## src/verilog/rsx_consts.svh

```systemverilog
/*
  constants of the rotate / subtract / sleep execution block: widths,
  register addresses, control bit positions and reset values.
  assumes it is included by bare name from the package and the modules.
*/
`ifndef RSX_CONSTS_SVH
`define RSX_CONSTS_SVH

`define DATA_W 8
`define FADDR_W 7
`define BUS_AW 8
`define NIB_W 4
`define STATUS_W 5
`define OP_W 3

`define ADDR_ACC 8'h80
`define ADDR_STATUS 8'h81
`define ADDR_CTRL 8'h82

`define CTRL_SLEEP_POS 0
`define CTRL_WAKE_POS 1
`define CTRL_ILLEGAL_POS 2

`define DEST_FILE 1'b1
`define ACC_RST 8'h00
`define STATUS_RST 5'h18
`define ZERO_BYTE 8'h00

`endif

```

## src/verilog/rsx_pkg.sv

```systemverilog
/*
  types of the rotate / subtract / sleep execution block.
  assumes rsx_consts.svh is on the include path.
*/
`include "rsx_consts.svh"

package rsx_pkg;

  typedef enum logic [`OP_W-1:0] {
    op_none = 3'h0,
    rotate_left_op = 3'h1,
    rotate_right_op = 3'h2,
    sub_from_literal_op = 3'h3,
    sub_acc_from_file_op = 3'h4,
    sleep_op = 3'h5
  } op_t;

  // gray along idle-exec-idle and idle-sleep-idle
  typedef enum logic [1:0] {
    st_idle = 2'h0,
    st_exec = 2'h1,
    st_sleep = 2'h2
  } fsm_t;

  typedef struct packed {
    op_t op;
    logic [`FADDR_W-1:0] faddr;
    logic dest;
    logic [`DATA_W-1:0] lit;
  } inst_t;

  typedef struct packed {
    logic timeout_bit;
    logic powerdown_bit;
    logic zero_bit;
    logic nibble_borrow_bit;
    logic carry_bit;
  } status_t;

  typedef struct packed {
    logic wr;
    logic rd;
    logic [`BUS_AW-1:0] addr;
    logic [`DATA_W-1:0] wdata;
  } bus_req_t;

  typedef struct packed {
    fsm_t fsm;
    inst_t inst;
    logic [`DATA_W-1:0] acc;
    status_t st;
    logic ready;
    logic osc_stop;
    logic wdt_clr;
    logic illegal;
  } exec_state_t;

  typedef struct packed {
    logic [`DATA_W-1:0] a_data;
    logic [`DATA_W-1:0] b_data;
  } mem_state_t;

endpackage

```

## src/verilog/file_mem.sv

```systemverilog
/*
  128 x 8 data file with one write port and two registered read ports;
  port a can return a bypass word instead of the array word.
  assumes one clock, synchronous active-high reset of the read registers.
*/
`timescale 1ns/1ns
`include "rsx_consts.svh"

module file_mem (
  input wire logic clk_in,
  input wire logic srst_in,
  input wire logic we_in,
  input wire logic [`FADDR_W-1:0] waddr_in,
  input wire logic [`DATA_W-1:0] wdata_in,
  input wire logic [`FADDR_W-1:0] a_addr_in,
  input wire logic a_byp_in,
  input wire logic [`DATA_W-1:0] a_byp_data_in,
  input wire logic b_en_in,
  input wire logic [`FADDR_W-1:0] b_addr_in,
  output logic [`DATA_W-1:0] a_data_out,
  output logic [`DATA_W-1:0] b_data_out
);

  // array not reset: contents undefined until written
  logic [`DATA_W-1:0] mem [0:(1<<`FADDR_W)-1];
  rsx_pkg::mem_state_t q;
  rsx_pkg::mem_state_t d;

  always_comb begin
    d = q;
    d.a_data = a_byp_in ? a_byp_data_in : mem[a_addr_in];
    // read during write returns the old word
    if (b_en_in) begin
      d.b_data = mem[b_addr_in];
    end
  end

  always_ff @(posedge clk_in) begin
    if (srst_in) begin
      q <= '0;
    end else begin
      q <= d;
    end
    if (we_in) begin
      mem[waddr_in] <= wdata_in;
    end
  end

  assign a_data_out = q.a_data;
  assign b_data_out = q.b_data;

endmodule

```

## src/verilog/rotate_subtract_sleep_exec.sv

```systemverilog
/*
  execution datapath for rotate-through-carry, subtract and sleep
  instructions, with its own data file, accumulator and status flags.
  assumes a decoder that offers one instruction at a time with valid and
  ready, a wake source on the same clock, and a plain register port.
*/
`timescale 1ns/1ns
`include "rsx_consts.svh"

module rotate_subtract_sleep_exec (
  input wire logic clk_in,
  input wire logic srst_in,
  input wire rsx_pkg::bus_req_t bus_in,
  output logic [`DATA_W-1:0] rd_data_out,
  input wire logic inst_valid_in,
  input wire rsx_pkg::inst_t inst_in,
  output logic inst_ready_out,
  input wire logic wake_in,
  output logic osc_stop_out,
  output logic wdt_clear_out,
  output logic [`DATA_W-1:0] acc_out,
  output rsx_pkg::status_t status_out
);

  ////////////////////////////////////////////////////////////////////
  // state and reset value

  localparam rsx_pkg::exec_state_t RST_STATE = '{
    fsm: rsx_pkg::st_idle,
    inst: '0,
    acc: `ACC_RST,
    st: rsx_pkg::status_t'(`STATUS_RST),
    ready: 1'b1,
    osc_stop: 1'b0,
    wdt_clr: 1'b0,
    illegal: 1'b0
  };

  rsx_pkg::exec_state_t q;
  rsx_pkg::exec_state_t d;

  ////////////////////////////////////////////////////////////////////
  // datapath signals

  logic [`DATA_W-1:0] opr;
  logic [`DATA_W-1:0] a_byp_data;
  logic a_byp;
  logic accept;
  logic commit;
  logic stall;
  logic to_file;
  logic is_sub;
  logic [`DATA_W-1:0] minuend;
  logic [`DATA_W:0] diff;
  logic nib_ok;
  logic [`DATA_W-1:0] res_rl;
  logic [`DATA_W-1:0] res_rr;
  logic [`DATA_W-1:0] res;
  logic mem_we;
  logic [`FADDR_W-1:0] mem_waddr;
  logic [`DATA_W-1:0] mem_wdata;
  logic bus_mem_wr;
  logic opr_msb;
  logic opr_lsb;
  logic [`DATA_W-2:0] opr_low7;
  logic [`DATA_W-2:0] opr_hi7;
  logic [`NIB_W-1:0] acc_lo;
  logic [`NIB_W-1:0] minuend_lo;
  rsx_pkg::status_t ws;
  logic [`DATA_W-1:0] ctrl_rd;

  assign accept = inst_valid_in && q.ready;
  assign bus_mem_wr = bus_in.wr && !bus_in.addr[`BUS_AW-1];
  // literal subtract has no file operand, whatever its dest bit says
  assign to_file = (q.inst.op != rsx_pkg::sub_from_literal_op) &&
                   (q.inst.dest == `DEST_FILE);
  // one write port: a bus write to the file holds a file-bound result
  assign stall = (q.fsm == rsx_pkg::st_exec) && to_file && bus_mem_wr;
  assign commit = (q.fsm == rsx_pkg::st_exec) && !stall;

  assign is_sub = (q.inst.op == rsx_pkg::sub_from_literal_op) ||
                  (q.inst.op == rsx_pkg::sub_acc_from_file_op);
  assign minuend = (q.inst.op == rsx_pkg::sub_from_literal_op) ?
                   q.inst.lit : opr;
  // borrow out of bit 8 means the accumulator was larger
  assign diff = {1'b0, minuend} - {1'b0, q.acc};
  assign acc_lo = q.acc[`NIB_W-1:0];
  assign minuend_lo = minuend[`NIB_W-1:0];
  assign nib_ok = acc_lo <= minuend_lo;
  assign res_rl = {opr[`DATA_W-2:0], q.st.carry_bit};
  assign res_rr = {q.st.carry_bit, opr[`DATA_W-1:1]};

  assign opr_msb = opr[`DATA_W-1];
  assign opr_lsb = opr[0];
  assign opr_low7 = opr[`DATA_W-2:0];
  assign opr_hi7 = opr[`DATA_W-1:1];
  assign ws = rsx_pkg::status_t'(bus_in.wdata[`STATUS_W-1:0]);

  always_comb begin
    ctrl_rd = `ZERO_BYTE;
    ctrl_rd[`CTRL_SLEEP_POS] = q.fsm == rsx_pkg::st_sleep;
    ctrl_rd[`CTRL_ILLEGAL_POS] = q.illegal;
  end

  ////////////////////////////////////////////////////////////////////
  // register read path: file words from the array, rest bypassed

  always_comb begin
    a_byp = 1'b1;
    a_byp_data = `ZERO_BYTE;
    if (bus_in.rd) begin
      if (!bus_in.addr[`BUS_AW-1]) begin
        a_byp = 1'b0;
      end else if (bus_in.addr == `ADDR_ACC) begin
        a_byp_data = q.acc;
      end else if (bus_in.addr == `ADDR_STATUS) begin
        a_byp_data = {{(`DATA_W-`STATUS_W){1'b0}}, q.st};
      end else if (bus_in.addr == `ADDR_CTRL) begin
        a_byp_data = ctrl_rd;
      end
    end
  end

  file_mem u_file (
    .clk_in(clk_in),
    .srst_in(srst_in),
    .we_in(mem_we),
    .waddr_in(mem_waddr),
    .wdata_in(mem_wdata),
    .a_addr_in(bus_in.addr[`FADDR_W-1:0]),
    .a_byp_in(a_byp),
    .a_byp_data_in(a_byp_data),
    .b_en_in(accept),
    .b_addr_in(inst_in.faddr),
    .a_data_out(rd_data_out),
    .b_data_out(opr)
  );

  ////////////////////////////////////////////////////////////////////
  // next state

  always_comb begin
    d = q;
    d.wdt_clr = 1'b0;
    res = `ZERO_BYTE;
    mem_we = bus_mem_wr;
    mem_waddr = bus_in.addr[`FADDR_W-1:0];
    mem_wdata = bus_in.wdata;
    // bus writes first; instruction effects below win on collision
    if (bus_in.wr) begin
      if (bus_in.addr == `ADDR_ACC) begin
        d.acc = bus_in.wdata;
      end else if (bus_in.addr == `ADDR_STATUS) begin
        // timeout and power-down are read-only to software
        d.st.zero_bit = ws.zero_bit;
        d.st.nibble_borrow_bit = ws.nibble_borrow_bit;
        d.st.carry_bit = ws.carry_bit;
      end else if (bus_in.addr == `ADDR_CTRL) begin
        if (bus_in.wdata[`CTRL_ILLEGAL_POS]) begin
          d.illegal = 1'b0;
        end
      end
    end
    case (q.fsm)
      rsx_pkg::st_idle: begin
        if (accept) begin
          d.inst = inst_in;
          if (inst_in.op == rsx_pkg::sleep_op) begin
            d.fsm = rsx_pkg::st_sleep;
            d.st.powerdown_bit = 1'b0;
            d.st.timeout_bit = 1'b1;
            d.wdt_clr = 1'b1;
            d.osc_stop = 1'b1;
          end else if (!(inst_in.op inside {rsx_pkg::rotate_left_op, rsx_pkg::rotate_right_op,
                         rsx_pkg::sub_from_literal_op, rsx_pkg::sub_acc_from_file_op})) begin
            // unknown code: dropped, flagged; set beats a same-cycle clear
            d.illegal = 1'b1;
          end else begin
            d.fsm = rsx_pkg::st_exec;
          end
        end
      end
      rsx_pkg::st_exec: begin
        if (!stall) begin
          case (q.inst.op)
            rsx_pkg::rotate_left_op: begin
              res = res_rl;
              d.st.carry_bit = opr_msb;
            end
            rsx_pkg::rotate_right_op: begin
              res = res_rr;
              d.st.carry_bit = opr_lsb;
            end
            default: begin
              res = diff[`DATA_W-1:0];
            end
          endcase
          if (is_sub) begin
            d.st.carry_bit = !diff[`DATA_W];
            d.st.nibble_borrow_bit = nib_ok;
            d.st.zero_bit = res == `ZERO_BYTE;
          end
          if (to_file) begin
            mem_we = 1'b1;
            mem_waddr = q.inst.faddr;
            mem_wdata = res;
          end else begin
            d.acc = res;
          end
          d.fsm = rsx_pkg::st_idle;
        end
      end
      rsx_pkg::st_sleep: begin
        // oscillator stays stopped until woken by pin or software
        if (wake_in || (bus_in.wr && bus_in.addr == `ADDR_CTRL &&
                        bus_in.wdata[`CTRL_WAKE_POS])) begin
          d.fsm = rsx_pkg::st_idle;
          d.osc_stop = 1'b0;
        end
      end
      default: begin
        d.fsm = rsx_pkg::st_idle;
      end
    endcase
    d.ready = d.fsm == rsx_pkg::st_idle;
  end

  always_ff @(posedge clk_in) begin
    if (srst_in) begin
      q <= RST_STATE;
    end else begin
      q <= d;
    end
  end

  assign inst_ready_out = q.ready;
  assign osc_stop_out = q.osc_stop;
  assign wdt_clear_out = q.wdt_clr;
  assign acc_out = q.acc;
  assign status_out = q.st;
endmodule

```

## config.mk

```make
export PLATFORM = sky130hd
export DESIGN_NAME = rotate_subtract_sleep_exec
export DESIGN_NICKNAME = d
export VERILOG_FILES = /design/src/verilog/rsx_pkg.sv /design/src/verilog/file_mem.sv /design/src/verilog/rotate_subtract_sleep_exec.sv
export VERILOG_INCLUDE_DIRS = /design/src /design/src/verilog
export SDC_FILE = /design/constraint.sdc
export NUM_CORES = 2
export LEC_CHECK = 0
export BUFFER_PORTS_ARGS = -buffer_cell sky130_fd_sc_hd__buf_2
export CAP_MARGIN = 10
export CORE_ASPECT_RATIO = 1.4
export CORE_MARGIN = 4
export CORE_UTILIZATION = 30
export DETAILED_ROUTE_END_ITERATION = 8
export PLACE_DENSITY = 0.43
export RECOVER_POWER = 50
export SYNTH_ARGS = -nofsm -noshare
export SYNTH_HDL_FRONTEND = slang
export SYNTH_HIERARCHICAL = 1
export SYNTH_SLANG_ARGS = --single-unit
```

## constraint.sdc

```tcl
create_clock -name clk_in -period 10.2 [get_ports clk_in]
set_input_delay 1.53 -clock clk_in [delete_from_list [all_inputs] [get_ports clk_in]]
set_output_delay 1.53 -clock clk_in [all_outputs]
set_load 0.005 [all_outputs]
```

# Word level (Yosys, flattened, before mapping)
# Memory sizes are Yosys's and may differ from the RTL's. A register that Yosys moved wholly into a read port is not among the register bits.
# Cells that the tools add are included.
# totals
regBits	45
ramBits	1024
out_inout_bits	24
mem_count	1
# mem_list
memory	depth	word_bits	rd	rd_clocked_by_memory_dff	write_ports	line_no	rtl
u_file.mem	128	8	2	1	1	file_mem.sv:25	logic [`DATA_W-1:0] mem [0:(1<<`FADDR_W)-1];
# op_classes
addsub	1
n_lt_le_gt_ge	1
eq_ne	18
mux	53
bitwise	2
reduce_logical	20
# op_table
operator	count
$mux W8	15
$eq A8 B8 Y1 const B	3
$mux W3	8
$mux W21	1
$mux W7	3
$mux W1	16
$pmux W8 S2	1
$eq A3 B2 Y1 const B	4
$mux W2	5
$eq A3 B3 Y1 const B	3
$sub A8 B8 Y9	1
$logic_not A8 Y1	1
$logic_and A1 B1 Y1	7
$eq A3 B1 Y1 const B	2
$pmux W2 S3	1
$mux W5	1
$le A4 B4 Y1	1
$logic_not A2 Y1	2
$ne A2 B2 Y1 const B	2
$pmux W1 S2	2
$reduce_and A4 Y1	1
$reduce_bool A4 Y1	1
$ne A3 B2 Y1 const B	1
$reduce_and A3 Y1	1
9 further kinds	12

# Depth between registers and ports, before layout
# logic_depth
depth_word	10
mapped_depth	12
ltp_nobuf	10

# By module
# The synthesis kept the hierarchy.
# by_module_without_submodules
mod	instances	cells_each	area_each_um2
file_mem	1	2815	49143.4
rotate_subtract_sleep_exec	1	350	2752.6

# Least setup slack after synthesis
# OpenSTA, ideal clock, no wires.
# synth_timing
path_kind	input to register
from	input bus_in[17] (netlist bit)
to	memory u_file/mem[0][5] (netlist bit), data pin
arrival_ps	7328
required_time_ps	9003
path_slack_ps	1675
path_stages	5
path_buffers	2
path_cell_list	buf_2 nand2b_1 nand2_1 clkbuf_1 o21ai_0
# synth_between
elab_chain_len	4
# synth_rtl
item	line_no	rtl
from (decl)	rotate_subtract_sleep_exec.sv:13	input wire rsx_pkg::bus_req_t bus_in,
$logic_and A1 B1 Y1	rotate_subtract_sleep_exec.sv:73	assign bus_mem_wr = bus_in.wr && !bus_in.addr[`BUS_AW-1];
$logic_and A1 B1 Y1	rotate_subtract_sleep_exec.sv:78	assign stall = (q.fsm == rsx_pkg::st_exec) && to_file && bus_mem_wr;
$mux W8	rotate_subtract_sleep_exec.sv:184	if (!stall) begin
$mux W8	rotate_subtract_sleep_exec.sv:164	case (q.fsm)
net mem_wdata[5]	rotate_subtract_sleep_exec.sv:61	logic [`DATA_W-1:0] mem_wdata;
to (decl)	file_mem.sv:25	
# The timed path passes the listed nets, and every way through them passes these cells.

# Worst setup path in the final report
# layout_timing
from	register q[35] (netlist bit)
to	memory u_file/mem[97][2] (netlist bit), data pin
# layout_between
elab_chain_len	9
elab_cells_between_ends	15
cone_classes	add/sub (1); eq/ne (4); mux (7); reduce/logical (3)
# layout_rtl
item	line_no	rtl
from (decl)	rotate_subtract_sleep_exec.sv:39	rsx_pkg::exec_state_t q;
from (signal assigned)	rotate_subtract_sleep_exec.sv:230	q <= RST_STATE;
from (signal assigned)	rotate_subtract_sleep_exec.sv:232	q <= d;
$eq A3 B2 Y1	rotate_subtract_sleep_exec.sv:83	assign minuend = (q.inst.op == rsx_pkg::sub_from_literal_op) ?
$mux W8	rotate_subtract_sleep_exec.sv:83	
$sub A8 B8 Y9	rotate_subtract_sleep_exec.sv:86	assign diff = {1'b0, minuend} - {1'b0, q.acc};
$pmux W8 S2	rotate_subtract_sleep_exec.sv:185	case (q.inst.op)
$mux W8	rotate_subtract_sleep_exec.sv:184	
$mux W8	rotate_subtract_sleep_exec.sv:164	
$mux W8	rotate_subtract_sleep_exec.sv:203	if (to_file) begin
$mux W8 (*)	rotate_subtract_sleep_exec.sv:184	
$mux W8 (*)	rotate_subtract_sleep_exec.sv:164	
net mem_wdata[2]	rotate_subtract_sleep_exec.sv:61	
# The timed path passes the listed nets; every way through them passes the cells marked *. The select of a mux whose other input is x is not followed.

==> impl_metrics.yaml <==
worst_setup_path:
  critical_path_required_ps: 10610
  worstReg2RegStart: "q[35]"
  critPathArrivalTime_ps: 7830
  reg2reg_slack_ps: 2770
  worstSetupPathType: "reg2reg"
  crit_path_end_kind: "flip-flop"
  cp_max_fo: 76
  worstSetupEndpoint: "u_file/mem[97][2]"
  cp-start-kind: "flip-flop"
  setup.worst_path.start: "q[35]"
  reg2reg_depth: 10
  reg2reg_to: "u_file/mem[97][2]"
die:
  die-area_um2: 180000
  initial_core_util: 0.302
  core_area_um2: 172000
  rows: 180
  die-height_um: 500
  die_w_um: 360
  num_io_pins: 65
drt:
  ant_nets: 0
  drcViolationCount: 0
  drt-initial-drc-count: 2989
  vias: 32200
  routed_wirelength_um: 204000
  dr.pass1.iters: 5
  routedWlPerCell_um: 36.5
  viasPerCell: 5.77
flow_run:
  timing.max_cap.violations: 15
clock_network:
  post-cts-setup-buffers: 0
  cts_buffers: 110
  clock_latency_ps: 760
  cts_root_buf: "clkbuf_16"
  htree_levels: 3
  tritoncts: "yes"
  cts_hold_buf: 0
  clkTransAtPathRegs_ps: 70
  clock-sinks: 1077
  cts_resized: 0
  cts_buffer_depth: 3
sta:
  clock_skew_ps: 35.0
  fin_crit_sh: 0.728
  setup_viol: 0
  tns_ps: 0
  rsz0062_at_grt: "false"
  tightest_slew_ps: 3350
  period_needed_ps: 7430
  max_slew_margin: -1.23
  fmax_mhz: 135
  slew_violations: 593
  holdWs_ps: 462
  hold_viol: 0
placement:
  globalplace.congestion: 0.948
  port_buffers: 63
  place_inst: 5369
  place_hpwl_um: 140000
global_route:
  first_global_vias: 32600
  antenna_found_initial: 15
  grt_use_total: 0.221
  grt_overflow: 0
  grt_pass1_wl_um: 277000
  grt_start_max_net_pins: 103
pwr:
  total_power_mw: 10.2
  leakagePower_nw: 18.4
  power.density_nw_per_um2: 175
  ir_drop_uv: 133
cells_and_area:
  syn2layout_area_growth_pct: 12.4
  stdcell_count: 5589
  fillCellCount: 16500
  multi_input_area_um2: 18700
  layout_commonest_cell: "edfxtp_1"
  final_cell_mix: "edfxtp_1 (1,024), mux4_2 (376), mux2i_1 (289)"
  nets: 3262
  drive_gt1_frac: 0.222
  register_area_um2: 31800
synth:
  syn_area_um2: 51900
  synthTopCellsByArea: "edfxtp_1 (59%), mux4_2 (16%), mux2i_1 (5.6%)"
  synth-compound-area-share: 0.0636
  yosysUniqueCellTypes: 82
  synth_top_family_by_area: "multiplexers"
  synth_ff_type: "edfxtp_1"
  muxShareOfSynthArea: 0.238
  synth_xor_area_frac: 0.000169
  postSynthAreaPerCell_um2: 16.4
  yosys.area_share.adder: 0.00352
  synth-seq-cells: 1077
  async_flop_share: 0
  ys_seq_area_frac: 0.613
  synth_cells: 3165
  synth_top_cell_area_share: 0.593
  synth_edf_count: 1024
  synth_fp_nets: 3220
  yosysWarnings: 6
  synth-simple-area-share: 0.0545
  synth_top_cell_by_area: "edfxtp_1"
worst_hold_path:
  holdPathStages: 2
  hold_class: "reg2reg"
outcome:
  status: "complete, but fails checks"
  violations: "capacitance limit, slew limit"
==> where the power goes <==
part,switching (mW),internal [mW]
logic,0.660,0.315
registers,0.0262,4.87
clock network,1.83,2.51
total,2.52,7.70
==> registers in the layout, indices dropped and copies added (netlist names) <==
name,count
u_file/mem,1024
ctrl_rd,1
u_file/a_data_out,8
osc_stop_out,1
inst_ready_out,1
u_file/b_data_out,8
wdt_clear_out,1
acc_out,8
q,21
status_out,4
==> cell usage after synthesis (44+ instances only) <==
cell      instances
a21oi_1          90
a22oi_1          59
buf_2            78
clkbuf_1         92
dfxtp_1          53
edfxtp_1       1024
mux2_2           59
mux2i_1         289
mux4_2          376
nand2_1         160
nand3_1          44
nor2_1          195
nor2b_1          47
o21ai_0          53
o221ai_1         58
o22ai_1          70
==> layout make-up <==
cell class / instances / area share
multi-input combinational: 1823 / 0.320
clock inverter: 68 / 0.0138
clock buffer: 141 / 0.0514
inverter: 29 / 0.00187
sequential: 1077 / 0.546
tap: 2275 / 0.0488
timing repair buffer: 166 / 0.0177
antenna: 10 / 0.000429
==> critical path, stage by stage, from the launching register on <==
cell and delay (ps):
dfxtp_1 290, clkbuf_1 300, nand3b_1 740, nand2_1 380, nor2_1 80, nand2_1 260, clkbuf_1 1060, nand2_1 240
o21ai_4 110, clkbuf_1 2360, buf_4 990
==> metrics by stage <==
step,area (um^2),setup slack (ps),util
floorplan,51900,1670,-
global placement,54700,4400,0.318
detailed placement,54700,4410,0.318
CTS,58500,4790,0.341
global route,58300,2460,0.339
finish,58300,2770,0.339
==> routing by layer <==
layer  vias up  routed length (um)  track usage  share of wire
met5         -                   7            0       0.000034
met4         2               12200        0.108          0.060
met3       361               11000       0.0336          0.054
met2      1301              105000        0.397           0.51
met1     17400               76000        0.258           0.37
li1      13200                   -            -              -
==> how the worst min path moves through the flow <==
stage	to	slack, ps	from
detailed placement	q[26]	450	q[26]
finish	q[31]	460	q[31]
global placement	q[26]	440	q[26]
global route	q[32]	480	q[32]
floorplan	q[18]	430	q[18]
CTS	q[31]	460	q[31]
==> kinds of logic after synthesis <==
| kind of cell | count (synthesis) |
|---|---|
| other | 1 |
| and+or+nand+nor | 595 |
| AOI/OAI and AO/OA | 475 |
| adders and majority gates | 14 |
| buffers and inverters | 265 |
| DFF | 1077 |
| xor gates and xnor gates | 1 |
| muxes | 737 |
No activity file was read; power rests on OpenSTA's default activity.
